## src/uca_map.svh

```systemverilog
// Constants of the UART configuration command interpreter: frame bytes,
// register numbers, reset values, host register offsets and timing counts.
// Assumes a 25 MHz clock; included by both ends and by the package user.
`ifndef UCA_MAP_SVH
`define UCA_MAP_SVH

// Frame and answer bytes
`define UCA_HDR          8'hff
`define UCA_SIZE_SHORT   8'h02
`define UCA_SIZE_LONG    8'h03
`define UCA_ESC          8'hfe
`define UCA_ACK          8'h06
`define UCA_NACK         8'h15
`define UCA_HI_OFFSET    8'h80

// Device register numbers and reset values
`define UCA_REG_HOP_NV   8'h00
`define UCA_REG_CRC      8'h40
`define UCA_REG_HOP      8'h4b
`define UCA_RST_HOP      8'h00
`define UCA_RST_CRC      8'h00
`define UCA_HOP_MAX      8'h05
`define UCA_HOP_SEQS     6
`define UCA_HOP_STEPS    26

// Timing: non-volatile write time and host answer wait
`define UCA_CLK_MHZ      25
`define UCA_NV_WRITE_US  16000
`define UCA_NV_WRITE_CYC (`UCA_NV_WRITE_US * `UCA_CLK_MHZ)
`define UCA_RSP_WAIT_US  20000
`define UCA_RSP_WAIT_CYC (`UCA_RSP_WAIT_US * `UCA_CLK_MHZ)
`define UCA_MAX_TRIES    3

// Host APB register offsets and field positions
`define UCA_APB_CMD      12'h000
`define UCA_APB_STATUS   12'h004
`define UCA_APB_RESULT   12'h008
`define UCA_CMD_READ_BIT 16
`define UCA_ST_BUSY      0
`define UCA_ST_DONE      1
`define UCA_ST_NACK      2
`define UCA_ST_FAIL      3

`endif

```

## src/uca_pkg.sv

```systemverilog
// Types shared by both ends of the configuration command link.
// Assumes uca_map.svh for all numeric constants.
package uca_pkg;
   typedef enum logic [2:0] {D_HDR, D_SIZE, D_B2, D_B3, D_B4, D_EXEC, D_NV, D_TX} uca_dev_st_t;
   typedef enum logic [1:0] {H_IDLE, H_SEND, H_WAIT} uca_host_st_t;
endpackage : uca_pkg

```

## src/uca_link_if.sv

```systemverilog
// Byte link between host controller and configuration interpreter.
// Both ends run on the same clock; each byte moves on valid and ready high.
`timescale 1ns/1ps
interface uca_link_if;
   logic       h2d_valid;
   logic [7:0] h2d_data;
   logic       h2d_ready;
   logic       d2h_valid;
   logic [7:0] d2h_data;
   logic       d2h_ready;
   modport dev  (input h2d_valid, input h2d_data, output h2d_ready,
                 output d2h_valid, output d2h_data, input d2h_ready);
   modport host (output h2d_valid, output h2d_data, input h2d_ready,
                 input d2h_valid, input d2h_data, output d2h_ready);
endinterface : uca_link_if

```

## src/uca_dev.sv

```systemverilog
// Configuration command interpreter: parses framed read and write commands,
// keeps hop select and CRC failure counter, answers ACK or NACK, and steps
// through the selected hop sequence. Assumes a single clock shared with the
// host end, and crc_fail / hop_step pulses from logic on that clock.
//
// Notes on behaviour
// - Write below 128: FF 02 reg value
// - Write 128 up: FF 03 reg FE value
// - Volatile write at once, non-volatile 16 ms
// - Successful write answered with ACK 06
// - Host resends command when no ACK; this host resends on silence only, a NACK ends the order
// - Bad register write gets NACK 15
// - Read is FF 02 FE reg
// - Read answer: ACK, register number, value
// - Read value goes out raw, unescaped
// - Unknown register read gets NACK 15
// - CRC counter counts failed packets
// - Writing zero clears the CRC counter
// - Hop select 0x4b, copy 0x00, 0-5
// - Hop sequence zero unless reconfigured
// - Step channels in selected sequence order
`timescale 1ns/1ps
`include "uca_map.svh"
module uca_dev
   import uca_pkg::*;
#(
   parameter int NV_WRITE_CYC = `UCA_NV_WRITE_CYC
) (
   input  wire logic       clk,
   input  wire logic       srst,
   input  wire logic       ce,
   uca_link_if.dev         link,
   input  wire logic       crc_fail,
   input  wire logic       hop_step,
   output logic [4:0]      rf_channel,
   output logic [7:0]      hop_sel,
   output logic            nv_busy
);
   // Hop sequences, one row per sequence, entries are channel numbers 0..31
   localparam logic [4:0] HOP_TAB [0:`UCA_HOP_SEQS-1][0:`UCA_HOP_STEPS-1] = '{
      '{5'd16, 5'd1, 5'd2, 5'd5, 5'd10, 5'd21, 5'd11, 5'd23, 5'd14, 5'd29, 5'd27, 5'd22, 5'd12,
        5'd24, 5'd17, 5'd3, 5'd7, 5'd15, 5'd31, 5'd30, 5'd28, 5'd25, 5'd19, 5'd6, 5'd13, 5'd26},
      '{5'd15, 5'd30, 5'd29, 5'd26, 5'd21, 5'd10, 5'd20, 5'd8, 5'd17, 5'd2, 5'd4, 5'd9, 5'd19,
        5'd7, 5'd14, 5'd28, 5'd24, 5'd16, 5'd0, 5'd1, 5'd3, 5'd6, 5'd12, 5'd25, 5'd18, 5'd5},
      '{5'd3, 5'd20, 5'd21, 5'd24, 5'd29, 5'd8, 5'd30, 5'd10, 5'd1, 5'd16, 5'd14, 5'd9, 5'd31,
        5'd11, 5'd4, 5'd22, 5'd26, 5'd2, 5'd18, 5'd17, 5'd15, 5'd12, 5'd6, 5'd25, 5'd0, 5'd13},
      '{5'd28, 5'd11, 5'd10, 5'd7, 5'd2, 5'd23, 5'd1, 5'd21, 5'd30, 5'd15, 5'd17, 5'd22, 5'd0,
        5'd20, 5'd27, 5'd9, 5'd5, 5'd29, 5'd13, 5'd14, 5'd16, 5'd19, 5'd25, 5'd6, 5'd31, 5'd18},
      '{5'd22, 5'd7, 5'd8, 5'd11, 5'd16, 5'd27, 5'd17, 5'd29, 5'd20, 5'd3, 5'd1, 5'd28, 5'd18,
        5'd30, 5'd23, 5'd9, 5'd13, 5'd21, 5'd5, 5'd4, 5'd2, 5'd31, 5'd25, 5'd12, 5'd19, 5'd0},
      '{5'd9, 5'd24, 5'd23, 5'd20, 5'd15, 5'd4, 5'd14, 5'd2, 5'd11, 5'd28, 5'd30, 5'd3, 5'd13,
        5'd1, 5'd8, 5'd22, 5'd18, 5'd10, 5'd26, 5'd27, 5'd29, 5'd0, 5'd6, 5'd19, 5'd12, 5'd31}
   };

   uca_dev_st_t state_q;
   logic        rdy_q;
   logic        rd_q;
   logic [7:0]  size_q;
   logic [7:0]  addr_q;
   logic [7:0]  val_q;
   logic [7:0]  tx_buf_q [0:2];
   logic [1:0]  tx_last_q;
   logic [1:0]  tx_idx_q;
   logic        tx_vld_q;
   logic [7:0]  tx_data_q;
   logic [31:0] nv_cnt_q;
   logic        commit_q;
   logic        nv_busy_q;
   logic [7:0]  hop_q;
   logic [7:0]  hop_nv_q;
   logic [7:0]  crc_q;
   logic [4:0]  step_q;
   logic [4:0]  chan_q;
   logic        take;
   logic        addr_ok;
   logic        val_ok;
   logic [7:0]  rd_val;

   assign take = ce & link.h2d_valid & rdy_q;

   // Register decode for the command being executed
   always_comb begin
      addr_ok = 1'b1;
      rd_val  = 8'h00;
      unique case (addr_q)
         `UCA_REG_HOP_NV: rd_val = hop_nv_q;
         `UCA_REG_HOP:    rd_val = hop_q;
         `UCA_REG_CRC:    rd_val = crc_q;
         default:         addr_ok = 1'b0;
      endcase
   end

   // Hop select only takes sequence numbers 0..5
   assign val_ok = (addr_q == `UCA_REG_CRC) || (val_q <= `UCA_HOP_MAX);

   // Frame parser, command execution and answer sender
   always_ff @(posedge clk) begin
      if (srst) begin
         state_q   <= D_HDR;
         rdy_q     <= 1'b0;
         rd_q      <= 1'b0;
         size_q    <= 8'h00;
         addr_q    <= 8'h00;
         val_q     <= 8'h00;
         tx_buf_q  <= '{8'h00, 8'h00, 8'h00};
         tx_last_q <= 2'd0;
         tx_idx_q  <= 2'd0;
         tx_vld_q  <= 1'b0;
         tx_data_q <= 8'h00;
         nv_cnt_q  <= 32'd0;
         commit_q  <= 1'b0;
         nv_busy_q <= 1'b0;
      end else if (ce) begin
         commit_q <= 1'b0;
         unique case (state_q)
            D_HDR: begin
               rdy_q <= 1'b1;
               if (take && link.h2d_data == `UCA_HDR) state_q <= D_SIZE;
            end
            D_SIZE: if (take) begin
               size_q  <= link.h2d_data;
               state_q <= (link.h2d_data == `UCA_SIZE_SHORT ||
                           link.h2d_data == `UCA_SIZE_LONG) ? D_B2 : D_HDR;
            end
            D_B2: if (take) begin
               // Escape right after a short size marks a read
               rd_q    <= (size_q == `UCA_SIZE_SHORT) && (link.h2d_data == `UCA_ESC);
               addr_q  <= link.h2d_data;
               state_q <= D_B3;
            end
            D_B3: if (take) begin
               if (rd_q) begin
                  addr_q  <= link.h2d_data;
                  rdy_q   <= 1'b0;
                  state_q <= D_EXEC;
               end else if (size_q == `UCA_SIZE_SHORT) begin
                  val_q   <= link.h2d_data;
                  rdy_q   <= 1'b0;
                  state_q <= D_EXEC;
               end else begin
                  state_q <= (link.h2d_data == `UCA_ESC) ? D_B4 : D_HDR;
               end
            end
            D_B4: if (take) begin
               val_q   <= link.h2d_data + `UCA_HI_OFFSET;
               rdy_q   <= 1'b0;
               state_q <= D_EXEC;
            end
            D_EXEC: begin
               tx_idx_q <= 2'd0;
               tx_vld_q <= 1'b1;
               if (!addr_ok || (!rd_q && !val_ok)) begin
                  tx_data_q <= `UCA_NACK;
                  tx_last_q <= 2'd0;
                  state_q   <= D_TX;
               end else if (rd_q) begin
                  tx_data_q <= `UCA_ACK;
                  tx_buf_q  <= '{`UCA_ACK, addr_q, rd_val};
                  tx_last_q <= 2'd2;
                  state_q   <= D_TX;
               end else if (addr_q == `UCA_REG_HOP_NV) begin
                  tx_vld_q <= 1'b0;
                  nv_cnt_q <= 32'd0;
                  nv_busy_q <= 1'b1;
                  state_q  <= D_NV;
               end else begin
                  commit_q  <= 1'b1;
                  tx_data_q <= `UCA_ACK;
                  tx_last_q <= 2'd0;
                  state_q   <= D_TX;
               end
            end
            D_NV: begin
               // Non-volatile store holds the answer back for its write time
               nv_cnt_q <= nv_cnt_q + 32'd1;
               if (nv_cnt_q == NV_WRITE_CYC - 1) begin
                  commit_q  <= 1'b1;
                  nv_busy_q <= 1'b0;
                  tx_vld_q  <= 1'b1;
                  tx_data_q <= `UCA_ACK;
                  tx_last_q <= 2'd0;
                  tx_idx_q  <= 2'd0;
                  state_q   <= D_TX;
               end
            end
            D_TX: if (link.d2h_ready) begin
               if (tx_idx_q == tx_last_q) begin
                  tx_vld_q <= 1'b0;
                  rdy_q    <= 1'b1;
                  state_q  <= D_HDR;
               end else begin
                  tx_data_q <= tx_buf_q[tx_idx_q + 2'd1];
                  tx_idx_q  <= tx_idx_q + 2'd1;
               end
            end
         endcase
      end
   end

   // Configuration registers; a CRC failure in the clearing cycle still counts
   always_ff @(posedge clk) begin
      if (srst) begin
         hop_q    <= `UCA_RST_HOP;
         hop_nv_q <= `UCA_RST_HOP;
         crc_q    <= `UCA_RST_CRC;
      end else if (ce) begin
         if (commit_q && addr_q == `UCA_REG_HOP) hop_q <= val_q;
         if (commit_q && addr_q == `UCA_REG_HOP_NV) hop_nv_q <= val_q;
         if (commit_q && addr_q == `UCA_REG_CRC) crc_q <= val_q + {7'd0, crc_fail};
         else if (crc_fail) crc_q <= crc_q + 8'd1;
      end
   end

   // Hop position: restarts when the sequence changes, steps on hop_step
   always_ff @(posedge clk) begin
      if (srst) begin
         step_q <= 5'd0;
         chan_q <= 5'd0;
      end else if (ce) begin
         if (commit_q && addr_q == `UCA_REG_HOP) step_q <= 5'd0;
         else if (hop_step) step_q <= (step_q == 5'(`UCA_HOP_STEPS - 1)) ? 5'd0 : step_q + 5'd1;
         chan_q <= HOP_TAB[hop_q[2:0]][step_q];
      end
   end

   assign link.h2d_ready = rdy_q;
   assign link.d2h_valid = tx_vld_q;
   assign link.d2h_data  = tx_data_q;
   assign rf_channel     = chan_q;
   assign hop_sel        = hop_q;
   assign nv_busy        = nv_busy_q;
endmodule : uca_dev

```

## src/flat_wrapper.sv

```systemverilog
// flat-port wrapper written by rule: the top's interface ports become plain ports
module uca_dev_flat import uca_pkg::*;
#(
   parameter int NV_WRITE_CYC = `UCA_NV_WRITE_CYC
)
  (clk, srst, ce, crc_fail, hop_step, rf_channel, hop_sel, nv_busy, link_h2d_valid, link_h2d_data, link_h2d_ready, link_d2h_valid, link_d2h_data, link_d2h_ready);
  uca_link_if link_i ();
  input  wire logic clk;
  input  wire logic srst;
  input  wire logic ce;
  input  wire logic crc_fail;
  input  wire logic hop_step;
  output logic [4:0] rf_channel;
  output logic [7:0] hop_sel;
  output logic nv_busy;
  input wire logic [$bits(link_i.h2d_valid)-1:0] link_h2d_valid;
  input wire logic [$bits(link_i.h2d_data)-1:0] link_h2d_data;
  output wire logic [$bits(link_i.h2d_ready)-1:0] link_h2d_ready;
  output wire logic [$bits(link_i.d2h_valid)-1:0] link_d2h_valid;
  output wire logic [$bits(link_i.d2h_data)-1:0] link_d2h_data;
  input wire logic [$bits(link_i.d2h_ready)-1:0] link_d2h_ready;
  assign link_i.h2d_valid = link_h2d_valid;
  assign link_i.h2d_data = link_h2d_data;
  assign link_h2d_ready = link_i.h2d_ready;
  assign link_d2h_valid = link_i.d2h_valid;
  assign link_d2h_data = link_i.d2h_data;
  assign link_i.d2h_ready = link_d2h_ready;
  uca_dev #(.NV_WRITE_CYC(NV_WRITE_CYC)) u_core (.clk(clk), .srst(srst), .ce(ce), .link(link_i), .crc_fail(crc_fail), .hop_step(hop_step), .rf_channel(rf_channel), .hop_sel(hop_sel), .nv_busy(nv_busy));
endmodule
```

## config.mk

```make
export PLATFORM = sky130hd
export DESIGN_NAME = uca_dev_flat
export DESIGN_NICKNAME = d
export VERILOG_FILES = /design/src/uca_pkg.sv /design/src/uca_link_if.sv /design/src/uca_dev.sv /design/src/flat_wrapper.sv
export VERILOG_INCLUDE_DIRS = /design/src /design/src/src
export SDC_FILE = /design/constraint.sdc
export NUM_CORES = 1
export LEC_CHECK = 0
export BUFFER_PORTS_ARGS = -buffer_cell sky130_fd_sc_hd__buf_2
export CORE_ASPECT_RATIO = 0.9
export CORE_MARGIN = 10
export CORE_UTILIZATION = 60
export DETAILED_ROUTE_END_ITERATION = 10
export GPL_ROUTABILITY_DRIVEN = 0
export PLACE_DENSITY = 0.78
export SYNTH_ARGS = -nofsm -noshare
export SYNTH_HDL_FRONTEND = slang
export SYNTH_SLANG_ARGS = --single-unit
```

## constraint.sdc

```tcl
create_clock -name clk -period 6.67 [get_ports clk]
set_input_delay 1.334 -clock clk [delete_from_list [all_inputs] [get_ports clk]]
set_output_delay 1.334 -clock clk [all_outputs]
set_load 0.005 [all_outputs]
```

Word-level counts from Yosys, hierarchy flattened --
Memories as Yosys holds them, arrays and structs flattened. Cells that the tools add are included.
Word-level totals: bits in registers 127, ROM bits 1040, bits of input ports 15, output and inout bits 24, word-level logic and storage cells 193, memories kept 1
Operators by class: add/subtract/negate cells 6, magnitude comparators 4, equality and inequality tests 34, multiplexer cells 82, bitwise gates (word level) 6, reductions and logical operators 39
Memory list:
- (name not given) | words 8, width 130, read ports 1, clocked after Yosys merged registers in 0, wr ports 0, line uca_dev.sv:222 | chan_q <= HOP_TAB[hop_q[2:0]][step_q];
Operator list (count):
- 130-bit 2-to-1 mux | 2
- 8-bit 2-to-1 mux | 17
- 32-bit 2-to-1 mux | 3
- 32-bit case mux with 2 select lines | 1
- 8-bit case mux with 3 select lines | 2
- 3-bit 2-to-1 mux | 13
- 32-bit by 1-bit adder with 32-bit output (second input constant) | 1
- 32-bit by 19-bit == test with 1-bit output (second input constant) | 1
- 8-bit case mux with 2 select lines | 2
- 5-bit binary-select mux with 5-bit select | 1
- 5-bit 2-to-1 mux | 5
- 8-bit by 2-bit == test with 1-bit output (second input constant) | 3
- 3-bit case mux with 8 select lines | 1
- 1-bit 2-to-1 mux | 21
- 2-bit by 1-bit inequality test with 1-bit output (second input constant) | 10
- 5-bit AND reduction | 4
- 6-bit AND reduction | 3
- 8-bit binary-select mux with 2-bit select | 1
- 8-bit by 7-bit == test with 1-bit output (second input constant) | 2
- 8-bit == test (second input constant) | 2
- 2-bit 2-to-1 mux | 7
- 3-bit == test (second input constant) | 4
- 2-bit inequality test (second input constant) | 5
- 2-bit nonzero test | 5
- other kinds (38) | 55

Logic depth before layout (Yosys ltp) --
Gate-level depths: netlist of the first run.
depth after elaboration 8, gate-level depth with buffers 10, mapped depth without buffers 8

Least setup slack after synthesis of the first run --
OpenSTA, ideal clock, no wires.
kind input port to flip-flop, start point in ce, end point reg u_core.nv_cnt_q[25], setup time 70 ps, data arrival time 2637 ps, data required time 6600 ps, slack 3963 ps, stages on the path 7, buffers on the path 1, cells stage by stage nand2_1 > nor2_1 > and3_1 > clkbuf_1 > nand3_2 > or4_1 > a21oi_1
On the way: cells in the longest elaborated chain, start to end 1
Ends and longest elaborated chain:
- from (decl) | line flat_wrapper.sv:10 | input wire logic ce;
- 5-bit AND reduction (no source line)
- to (signal assigned) | line uca_dev.sv:175 | nv_cnt_q <= nv_cnt_q + 32'd1;
- to (decl) | line uca_dev.sv:66 | logic [31:0] nv_cnt_q;
Every way passes these cells. A chain may end at the register's enable or synchronous reset.

Worst setup path in the final report of the first run --
Same ends and word-level chain as after synthesis.

==> results of run 1 <==
[registers in the layout, indices dropped and copies added (netlist names), 2 cells and up]
| name | cells |
|---|---|
| u_core.val_q | 8 |
| u_core.addr_q | 8 |
| u_core.step_q | 5 |
| u_core.hop_nv_q | 8 |
| u_core.crc_q | 8 |
| u_core.hop_sel | 8 |
| u_core.rf_channel | 5 |
| u_core.size_q | 8 |
| u_core.tx_buf_q | 17 |
| u_core.nv_cnt_q | 32 |
| u_core.link.d2h_data | 8 |
| u_core.state_q | 3 |
| u_core.tx_idx_q | 2 |
[worst max-delay path: stages]
cell	delay, ns
sky130_fd_sc_hd__buf_2	0.36
sky130_fd_sc_hd__nand2_1	0.17
sky130_fd_sc_hd__nor2_1	0.68
sky130_fd_sc_hd__and3_1	0.55
sky130_fd_sc_hd__nand3_2	0.21
sky130_fd_sc_hd__or4_1	0.46
sky130_fd_sc_hd__a21oi_1	0.14
[final cells by class]
cell class / instances / area (um2)
Multi-Input combinational cell: 692 / 4328
Tap cell: 156 / 195.2
Inverter: 21 / 78.83
Clock buffer: 19 / 442.9
Fill cell: 943 / 3546
Clock inverter: 13 / 210.2
Sequential cell: 126 / 2522
Timing Repair Buffer: 46 / 250.2
[worst max-delay path by stage]
stage,depth (start not counted),endpoint,start
after detailed placement,7,u_core.nv_cnt_q[25],ce
after CTS,7,u_core.nv_cnt_q[25],ce
after global placement,7,u_core.nv_cnt_q[25],ce
after global routing,7,u_core.nv_cnt_q[25],ce
final,7,u_core.nv_cnt_q[25],ce
after floorplan,7,u_core.nv_cnt_q[25],ce
[cell families (layout without fill, tap and decap cells)]
| logic type | Yosys count | after routing |
|---|---|---|
| buffers and inverters | 84 | 99 |
| AOI/OAI and AO/OA | 206 | 206 |
| DFF | 126 | 126 |
| adders and majority gates | 10 | 10 |
| xor gates and xnor gates | 47 | 47 |
| and+or+nand+nor | 381 | 381 |
| muxes | 48 | 48 |
[per-layer routing]
layer | share of wire, % | GRT usage (%)
met1 | 42 | 28.98
met4 | 2.0 | 9.005
met2 | 48 | 37.04
met5 | 0 | 0
met3 | 8.4 | 5.556
[power breakdown]
group,internal [mW],total [mW],switching [mW]
Combinational,0.0374,0.107,0.0691
Clock,0.675,1.03,0.354
Sequential,0.759,0.768,0.00843
Total,1.47,1.90,0.431
[synth_stat cells, drive strengths merged (6+ instances only)]
cell type / count / area [um2]
a31oi: 7 / 43.79
nor2: 116 / 435.4
a21oi: 60 / 304.0
a211o: 6 / 52.55
and3: 11 / 70.07
nor3: 16 / 96.35
nor2b: 7 / 43.79
or4: 10 / 86.33
nand2: 84 / 325.3
nand3: 46 / 247.7
a222oi: 6 / 60.06
nand4: 14 / 87.58
xnor2: 26 / 227.7
and2: 13 / 81.33
ha: 10 / 125.1
inv: 18 / 67.56
or3: 15 / 95.09
o21ai: 47 / 235.2
xor2: 21 / 183.9
buf: 22 / 111.4
dfxtp: 126 / 2522
mux2i: 46 / 460.4
nor3b: 6 / 45.04
o31ai: 8 / 73.82
nor4: 19 / 140.1
clkbuf: 41 / 153.9
a211oi: 17 / 127.6
or2: 6 / 37.54
o22ai: 6 / 37.54
[through the flow]
stage	total power, mW	instance area (um2)	utilization [%]	worst slack, ns	instances
4_1_cts	1.901	8028	69.36	3.192	1073
2_1_floorplan	0.8586	7194	-	3.963	902
3_5_place_dp	0.8867	7375	63.72	2.750	1041
5_1_grt	1.945	8028	69.36	2.899	1073
6_report	1.903	8028	69.36	3.090	1073
3_3_place_gp	0.8840	7375	63.72	2.882	1041
==> results.sh, run 1 <==
export IMPL_status="complete, no violations"
export IMPL_synth_mux_area_share_pct=6.713
export IMPL_power_density_nw_per_um2=237.0
export IMPL_post_cts_setup_buffers=0
export IMPL_clock_skew_ns=0.007452
export IMPL_critical_path_reg2reg_endpoint="u_core.nv_cnt_q[25]"
export IMPL_period_minus_slack_ns=3.580
export IMPL_maxClockFrequency_ghz=0.2793
export IMPL_power_leakage_nw=2.886
export IMPL_cts_resized_gates=0
export IMPL_number_of_routed_nets_with_antenna_violations=0
export IMPL_floorplan_die_height_um=123.9
export IMPL_ys_ff_latch=126
export IMPL_max_cap_viol_count=0
export IMPL_grtUsageTotal_pct=22.89
export IMPL_portBuffers=38
export IMPL_unrepaired_setup_endpoints_after_global_routing="no"
export IMPL_hold_start="u_core.size_q[0]"
export IMPL_final_max_slew_violation_count=0
export IMPL_detailedPlacementHpwl_um=12740
export IMPL_rows=37
export IMPL_layout_cell_share_with_drive_strength_beyond_1_pct=11.56
export IMPL_dr_pass1_iters=8
export IMPL_timing_hold_ws_ns=0.4557
export IMPL_path_clk_slew_ns=0.06
export IMPL_total_wirelength_of_the_detailed_routed_design_um=19270
export IMPL_worst_r2r_path_depth=8
export IMPL_die_area_um2=16780
export IMPL_clock_tree_root_cell="sky130_fd_sc_hd__clkbuf_16"
export IMPL_final_common_cell="sky130_fd_sc_hd__dfxtp_1"
export IMPL_avgViaCountPerCell=6.468
export IMPL_synth_enable_flop_cells=0
export IMPL_cell_area_after_technology_mapping_um2=7194
export IMPL_post_synth_num_cell_types=80
export IMPL_synth_net_count=927
export IMPL_yosys_most_used_dff="sky130_fd_sc_hd__dfxtp_1"
export IMPL_htree_num_levels=4
export IMPL_post_route_period_util_pct=53.68
export IMPL_ios=39
export IMPL_regToRegSetupSlack_ns=3.39
export IMPL_crit_arrival_ns=3.93
export IMPL_clockBufferDepth=2
export IMPL_num_nets_final=929
export IMPL_worst_slew_margin_rel_pct=31.97
export IMPL_kind_of_path_behind_the_tightest_hold_check="reg2reg"
export IMPL_critical_path_startpoint_type="input pin"
export IMPL_globalRoute_totalOverflow=0
export IMPL_final_cell_mix="sky130_fd_sc_hd__dfxtp_1 (126), sky130_fd_sc_hd__nor2_1 (116), sky130_fd_sc_hd__nand2_1 (82)"
export IMPL_cts_hold_buffers=0
export IMPL_asyncSetResetFlopFracSynth_pct=0
export IMPL_ys_warn_count=0
export IMPL_grt_first_pass_wirelength_um=31880
export IMPL_endpoint_kind="flip-flop"
export IMPL_drc=0
export IMPL_clock_sink_count=126
export IMPL_area_grow_syn2layout_pct=11.58
export IMPL_part_of_the_yosys_area_used_for_sequential_elements_pct=35.06
export IMPL_rr_startpoint="u_core.state_q[1]"
export IMPL_post_synth_and_or_nand_nor_area_fraction_pct=27.11
export IMPL_timing_final_setup_violations=0
export IMPL_grt_start_max_net_pins=86
export IMPL_hold_viol_final=0
export IMPL_wire_per_inst_um=17.96
export IMPL_synth_area_per_cell_um2=7.976
export IMPL_criticalPathCategory="in2reg"
export IMPL_whs_endpoint="u_core.size_q[0]"
export IMPL_die_width_um=135.4
export IMPL_cts_made_buffers=17
export IMPL_initial_utilization_pct=62.16
export IMPL_cp_required_ns=7.02
export IMPL_n_antenna_cell=0
export IMPL_synth_adder_area_share_pct=1.739
export IMPL_core_um2=11570
export IMPL_worst_ir_drop_on_vdd_v=0.0002130
export IMPL_route_vias_total=6940
export IMPL_synth_compound_area_share_pct=18.87
export IMPL_fin_tns_setup_ns=0
export IMPL_synth_top_family_by_area="simple AND/OR/NAND/NOR gates"
export IMPL_drt_iter0_drc=1125
export IMPL_clock_tree_from_tritoncts="yes"
export IMPL_synthCells=902
export IMPL_insertion_delay_ns=0.42
export IMPL_crit_fanout=22
export IMPL_tightestPinTransition_ns=1.013
export IMPL_grt_pass1_vias=6503
export IMPL_worst_hold_path_num_cells=2
export IMPL_synth_xor_area_share_pct=5.722
export IMPL_antenna_found_initial=0
(Power assumes the default switching activity.)
==> inputs of run 2 (changes only) <==
Clock period 6.67 ns to 3.6 ns, I/O delays scaled along.
==> run 2 against run 1 <==
Die area is the same. Clock skew grew 0.0015 ns. Utilization down 0.076 points. Non-clock buffer count up 8. Sequential share of layout area is essentially flat. Highest routed layer unchanged.
==> results.sh, run 2 (synthesized netlist as in run 1, its figures left out) <==
export IMPL_initial_utilization_pct=62.16
export IMPL_grtUsageTotal_pct=23.16
export IMPL_crit_fanout=14
export IMPL_number_of_routed_nets_with_antenna_violations=0
export IMPL_worst_hold_path_num_cells=2
export IMPL_grt_pass1_vias=6484
export IMPL_hold_start="u_core.link.d2h_data[3]"
export IMPL_final_common_cell="sky130_fd_sc_hd__dfxtp_1"
export IMPL_drt_iter0_drc=961
export IMPL_most_heavily_used_metal_layer_in_global_routing="met2"
export IMPL_critical_path_startpoint_type="flip-flop"
export IMPL_tightestPinTransition_ns=0.8748
export IMPL_rr_startpoint="u_core.nv_cnt_q[6]"
export IMPL_die_area_um2=16780
export IMPL_endpoint_kind="flip-flop"
export IMPL_place_ws_ns=0.9756
export IMPL_portBuffers=38
export IMPL_post_cts_setup_buffers=0
export IMPL_clock_sink_count=126
export IMPL_ios=39
export IMPL_largest_reg_flops=32
export IMPL_post_place_cells=1049
export IMPL_cts_hold_buffers=0
export IMPL_regMostFlops="u_core.nv_cnt_q"
export IMPL_globalRoute_totalOverflow=0
export IMPL_worst_r2r_path_depth=6
export IMPL_layout_cell_share_with_drive_strength_beyond_1_pct=12.32
export IMPL_grt_met3_usage_pct=4.630
export IMPL_avgViaCountPerCell=6.384
export IMPL_hold_viol_final=0
export IMPL_cts_resized_gates=0
export IMPL_regToRegSetupSlack_ns=0.84
export IMPL_period_minus_slack_ns=2.758
export IMPL_maxClockFrequency_ghz=0.3626
export IMPL_final_cell_mix="sky130_fd_sc_hd__dfxtp_1 (126), sky130_fd_sc_hd__nor2_1 (116), sky130_fd_sc_hd__nand2_1 (82)"
export IMPL_floorplan_die_height_um=123.9
export IMPL_finish_instance_area_um2=8019
export IMPL_fin_tns_setup_ns=0
export IMPL_route_vias_total=6901
export IMPL_grt_first_pass_wirelength_um=32150
export IMPL_total_wirelength_of_the_detailed_routed_design_um=19450
export IMPL_clock_tree_root_cell="sky130_fd_sc_hd__clkbuf_16"
export IMPL_kind_of_path_behind_the_tightest_hold_check="reg2reg"
export IMPL_drc=0
export IMPL_grt_start_max_net_pins=84
export IMPL_insertion_delay_ns=0.42
export IMPL_clockBufferDepth=2
export IMPL_unrepaired_setup_endpoints_after_global_routing="no"
export IMPL_detailedPlacementHpwl_um=13200
export IMPL_htree_num_levels=4
export IMPL_worst_ir_drop_on_vdd_v=0.0004186
export IMPL_final_cells=1081
export IMPL_timing_final_setup_violations=0
export IMPL_status="complete, no violations"
export IMPL_critical_path_reg2reg_endpoint="u_core.nv_cnt_q[16]"
export IMPL_antenna_found_initial=0
export IMPL_dr_pass1_iters=7
export IMPL_post_route_period_util_pct=76.60
export IMPL_crit_arrival_ns=3.10
export IMPL_post_route_worst_setup_slack_ns=0.8423
export IMPL_clock_tree_from_tritoncts="yes"
export IMPL_cp_required_ns=3.94
export IMPL_area_grow_syn2layout_pct=11.46
export IMPL_power_leakage_nw=2.899
export IMPL_path_clk_slew_ns=0.06
export IMPL_gr_usage_met2_pct=36.83
export IMPL_num_nets_final=937
export IMPL_max_cap_viol_count=0
export IMPL_timing_hold_ws_ns=0.4492
export IMPL_worst_slew_margin_rel_pct=41.60
export IMPL_final_core_utilization_pct=69.29
export IMPL_place_area_um2=7435
export IMPL_die_width_um=135.4
export IMPL_cts_made_buffers=17
export IMPL_clock_skew_ns=0.008925
export IMPL_global_routing_usage_on_met1_pct=30.08
export IMPL_rows=37
export IMPL_core_um2=11570
export IMPL_final_max_slew_violation_count=0
export IMPL_n_antenna_cell=0
export IMPL_whs_endpoint="u_core.link.d2h_data[3]"
export IMPL_total_power_mw=3.316
export IMPL_power_density_nw_per_um2=413.5
export IMPL_criticalPathCategory="reg2reg"
export IMPL_largest_registers="u_core.nv_cnt_q (32), u_core.tx_buf_q (17)"
export IMPL_wire_per_inst_um=17.99
## run 2: report_power, final
group	internal, mW	switching [mW]	leakage (nW)
combinational	0.0723	0.126	1.59
clock	1.07	0.624	0.289
sequential	1.41	0.0196	1.02
## run 2: how the worst max path moves through the flow
stage	cells past startpoint	slack, ns	end	startpoint
floorplan	7	1.49	u_core.nv_cnt_q[30]	u_core.addr_q[2]
global placement	8	1.11	u_core.nv_cnt_q[25]	u_core.state_q[1]
detailed placement	8	0.98	u_core.nv_cnt_q[25]	u_core.state_q[1]
CTS	6	0.91	u_core.nv_cnt_q[16]	u_core.nv_cnt_q[6]
global route	6	0.62	u_core.nv_cnt_q[16]	u_core.nv_cnt_q[6]
finish	6	0.84	u_core.nv_cnt_q[16]	u_core.nv_cnt_q[6]
## run 2: critical path, cell delays in order, from the launching register on
cell and delay, ns:
sky130_fd_sc_hd__dfxtp_1 0.40, sky130_fd_sc_hd__and3_1 0.25, sky130_fd_sc_hd__nand2_1 0.16, sky130_fd_sc_hd__nor4_4 0.56, sky130_fd_sc_hd__nand4_1 0.55, sky130_fd_sc_hd__or3_2 0.59
sky130_fd_sc_hd__a21oi_1 0.16
## run 2: cell type report
| class | count | area (um2) |
|---|---|---|
| inverter | 21 | 78.83 |
| sequential | 126 | 2522 |
| timing repair buffer | 54 | 310.3 |
| fill | 932 | 3555 |
| multi-input combinational | 692 | 4328 |
| clock inverter | 11 | 113.9 |
| tap | 156 | 195.2 |
| clock buffer | 21 | 470.5 |
## run 2: routing by layer
| layer | up-vias | share of wire, % |
|---|---|---|
| met5 | - | 0 |
| met3 | 49 | 7.5 |
| met2 | 310 | 47 |
| met4 | 0 | 2.3 |
| met1 | 3241 | 44 |
| li1 | 3301 | - |
==> inputs of run 3 (changes only) <==
Settings changed: ABC_AREA set to 1.
Clock period 3.6 ns to 2.73 ns, I/O delays scaled along.
==> run 3 against run 2 <==
Fmax is 24% higher. Combinational power increased by 130%. Die area up 0.57%. Synthesized cell count increased by 23%. Design area rose by 1.7%. Global-route usage fell by 0.28 points. Register-to-register slack worse by 0.34 ns. Sequential power is 34% higher. Final cell count increased by 20%. Clock power rose by 38%.
==> results.sh, run 3 <==
export IMPL_status="complete, no violations"
export IMPL_crit_arrival_ns=2.50
export IMPL_ys_top_cells_by_area="sky130_fd_sc_hd__dfxtp_1 (35%), sky130_fd_sc_hd__nand2_1 (14%), sky130_fd_sc_hd__a21oi_1 (7.9%)"
export IMPL_critical_path_startpoint_type="flip-flop"
export IMPL_ys_ff_latch=126
export IMPL_power_leakage_nw=3.269
export IMPL_total_wirelength_of_the_detailed_routed_design_um=19420
export IMPL_number_of_routed_nets_with_antenna_violations=0
export IMPL_hold_start="u_core.tx_buf_q[10]"
export IMPL_regMostFlops="u_core.nv_cnt_q"
export IMPL_path_clk_slew_ns=0.06
export IMPL_synth_top_family_by_area="simple AND/OR/NAND/NOR gates"
export IMPL_endpoint_kind="flip-flop"
export IMPL_detailedPlacementHpwl_um=13680
export IMPL_worst_ir_drop_on_vdd_v=0.0004414
export IMPL_critical_path_reg2reg_endpoint="u_core.link.d2h_data[0]"
export IMPL_post_route_period_util_pct=81.74
export IMPL_htree_num_levels=4
export IMPL_whs_endpoint="u_core.tx_buf_q[10]"
export IMPL_synth_xor_area_share_pct=3.869
export IMPL_final_seq_area_um2=2522
export IMPL_cp_required_ns=3.00
export IMPL_synth_adder_area_share_pct=1.727
export IMPL_synth_net_count=1133
export IMPL_avgViaCountPerCell=5.671
export IMPL_criticalPathCategory="reg2reg"
export IMPL_drc=0
export IMPL_asyncSetResetFlopFracSynth_pct=0
export IMPL_num_nets_final=1158
export IMPL_max_cap_viol_count=0
export IMPL_cts_hold_buffers=0
export IMPL_grt_start_max_net_pins=60
export IMPL_place_ws_ns=0.5510
export IMPL_clock_tree_from_tritoncts="yes"
export IMPL_crit_fanout=13
export IMPL_post_cts_setup_buffers=0
export IMPL_clock_tree_root_cell="sky130_fd_sc_hd__clkbuf_16"
export IMPL_ys_warn_count=0
export IMPL_power_density_nw_per_um2=578.0
export IMPL_worst_r2r_path_depth=10
export IMPL_portBuffers=38
export IMPL_grt_pass1_vias=6751
export IMPL_cts_resized_gates=0
export IMPL_clock_sink_count=126
export IMPL_grt_first_pass_wirelength_um=32670
export IMPL_die_area_um2=16870
export IMPL_area_occupied_by_multi_input_gates_um2=4139
export IMPL_route_vias_total=7384
export IMPL_ios=39
export IMPL_rows=37
export IMPL_synth_area_per_cell_um2=6.537
export IMPL_total_power_mw=4.713
export IMPL_dr_pass1_iters=5
export IMPL_synth_enable_flop_cells=0
export IMPL_final_common_cell="sky130_fd_sc_hd__nand2_1"
export IMPL_maxClockFrequency_ghz=0.4481
export IMPL_tightestPinTransition_ns=0.9236
export IMPL_wire_per_inst_um=14.92
export IMPL_largest_reg_flops=32
export IMPL_synth_mux_area_share_pct=0
export IMPL_fin_tns_setup_ns=0
export IMPL_unrepaired_setup_endpoints_after_global_routing="no"
export IMPL_cts_made_buffers=17
export IMPL_cell_area_after_technology_mapping_um2=7243
export IMPL_floorplan_die_height_um=124.2
export IMPL_most_numerous_cell_in_the_yosys_netlist="sky130_fd_sc_hd__nand2_1"
export IMPL_clock_skew_ns=0.008171
export IMPL_globalRoute_totalOverflow=0
export IMPL_synth_compound_area_share_pct=17.48
export IMPL_drt_iter0_drc=896
export IMPL_kind_of_path_behind_the_tightest_hold_check="reg2reg"
export IMPL_post_route_worst_setup_slack_ns=0.4984
export IMPL_synth_largest_area_cell="sky130_fd_sc_hd__dfxtp_1"
export IMPL_largest_registers="u_core.nv_cnt_q (32), u_core.tx_buf_q (17)"
export IMPL_rr_startpoint="u_core.nv_cnt_q[0]"
export IMPL_core_um2=11620
export IMPL_post_synth_and_or_nand_nor_area_fraction_pct=34.06
export IMPL_worst_slew_margin_rel_pct=38.01
export IMPL_synth_top_cells_by_count="sky130_fd_sc_hd__nand2_1 (277), sky130_fd_sc_hd__dfxtp_1 (126), sky130_fd_sc_hd__a21oi_1 (115), sky130_fd_sc_hd__nor2_1 (115), sky130_fd_sc_hd__inv_1 (82)"
export IMPL_clockBufferDepth=2
export IMPL_area_grow_syn2layout_pct=12.58
export IMPL_post_synth_num_cell_types=47
export IMPL_insertion_delay_ns=0.42
export IMPL_regToRegSetupSlack_ns=0.50
export IMPL_synthCells=1108
export IMPL_final_cell_mix="sky130_fd_sc_hd__nand2_1 (277), sky130_fd_sc_hd__dfxtp_1 (126), sky130_fd_sc_hd__nor2_1 (115), sky130_fd_sc_hd__a21oi_1 (115), sky130_fd_sc_hd__inv_1 (82)"
export IMPL_final_max_slew_violation_count=0
export IMPL_worst_hold_path_num_cells=2
export IMPL_final_fill_count=1055
export IMPL_antenna_found_initial=0
export IMPL_n_antenna_cell=0
export IMPL_die_width_um=135.8
export IMPL_yosys_most_used_dff="sky130_fd_sc_hd__dfxtp_1"
export IMPL_part_of_the_yosys_area_used_for_sequential_elements_pct=34.82
export IMPL_layout_cell_share_with_drive_strength_beyond_1_pct=12.04
export IMPL_timing_final_setup_violations=0
export IMPL_hold_viol_final=0
export IMPL_initial_utilization_pct=62.33
export IMPL_period_minus_slack_ns=2.232
export IMPL_synth_top_area_share_pct=34.82
export IMPL_grtUsageTotal_pct=22.87
run 3: cells by family after synthesis:
logic type / count (synthesis)
AND/OR/NAND/NOR: 558
buffers and inverters: 148
XOR/XNOR: 32
AO/OA/AOI/OAI: 234
adder cells (fa/ha/maj): 10
flip-flops: 126
run 3: through the flow:
step                      cell area, um2  std cells  util, %  hold WS, ns
after floorplan                     7243       1108        -       0.4185
final                               8154       1302    70.17       0.4485
after global placement              7543       1270    64.92       0.4347
after detailed placement            7543       1270    64.92       0.4380
after CTS                           8154       1302    70.17       0.4483
after global routing                8154       1302    70.17       0.4699
run 3: layer usage:
metal / vias up / wire length (um) / GRT usage (%) / part of all wire, %
li1: 3725 / - / - / -
met1: 3355 / 9202 / 32.59 / 47
met2: 274 / 8539 / 33.25 / 44
met3: 30 / 1391 / 5.676 / 7.2
met4: 0 / 289 / 6.108 / 1.5
met5: - / 0 / 0 / 0
run 3: how the worst max path moves through the flow:
stage,from,end,slack [ns],depth (start not counted)
6_report,u_core.nv_cnt_q[0],u_core.link.d2h_data[0],0.50,10
5_1_grt,u_core.nv_cnt_q[0],u_core.link.d2h_data[0],0.31,10
4_1_cts,u_core.nv_cnt_q[0],u_core.link.d2h_data[0],0.53,10
3_5_place_dp,u_core.nv_cnt_q[0],u_core.link.d2h_data[0],0.55,10
3_3_place_gp,ce,u_core.hop_nv_q[1],0.68,7
2_1_floorplan,u_core.state_q[0],u_core.tx_idx_q[1],0.94,13
run 3: final cells by class:
cell class                 instances  share of cell area, %
multi-input combinational        834                  50.76
sequential                       126                  30.93
clock buffer                      23                  5.862
inverter                         103                  4.741
timing repair buffer              51                  3.683
tap                              156                  2.394
clock inverter                     9                  1.627
run 3: power by group:
| part | leakage [nW] | total (mW) | switching [mW] | internal, mW |
|---|---|---|---|---|
| Sequential | 1.02 | 1.91 | 0.0383 | 1.88 |
| Combinational | 1.96 | 0.465 | 0.308 | 0.157 |
| Clock | 0.294 | 2.33 | 0.825 | 1.51 |
run 3: worst max-delay path, cell delays in order, from the launching register on:
cell and delay (ns):
sky130_fd_sc_hd__dfxtp_1 0.39, sky130_fd_sc_hd__ha_1 0.25, sky130_fd_sc_hd__nand2_1 0.13, sky130_fd_sc_hd__nor3b_4 0.27, sky130_fd_sc_hd__nand4_1 0.13, sky130_fd_sc_hd__nor2_2 0.23
sky130_fd_sc_hd__nor2_2 0.13, sky130_fd_sc_hd__nor2_8 0.23, sky130_fd_sc_hd__nand2_2 0.16, sky130_fd_sc_hd__nand2_1 0.11, sky130_fd_sc_hd__a21oi_2 0.05
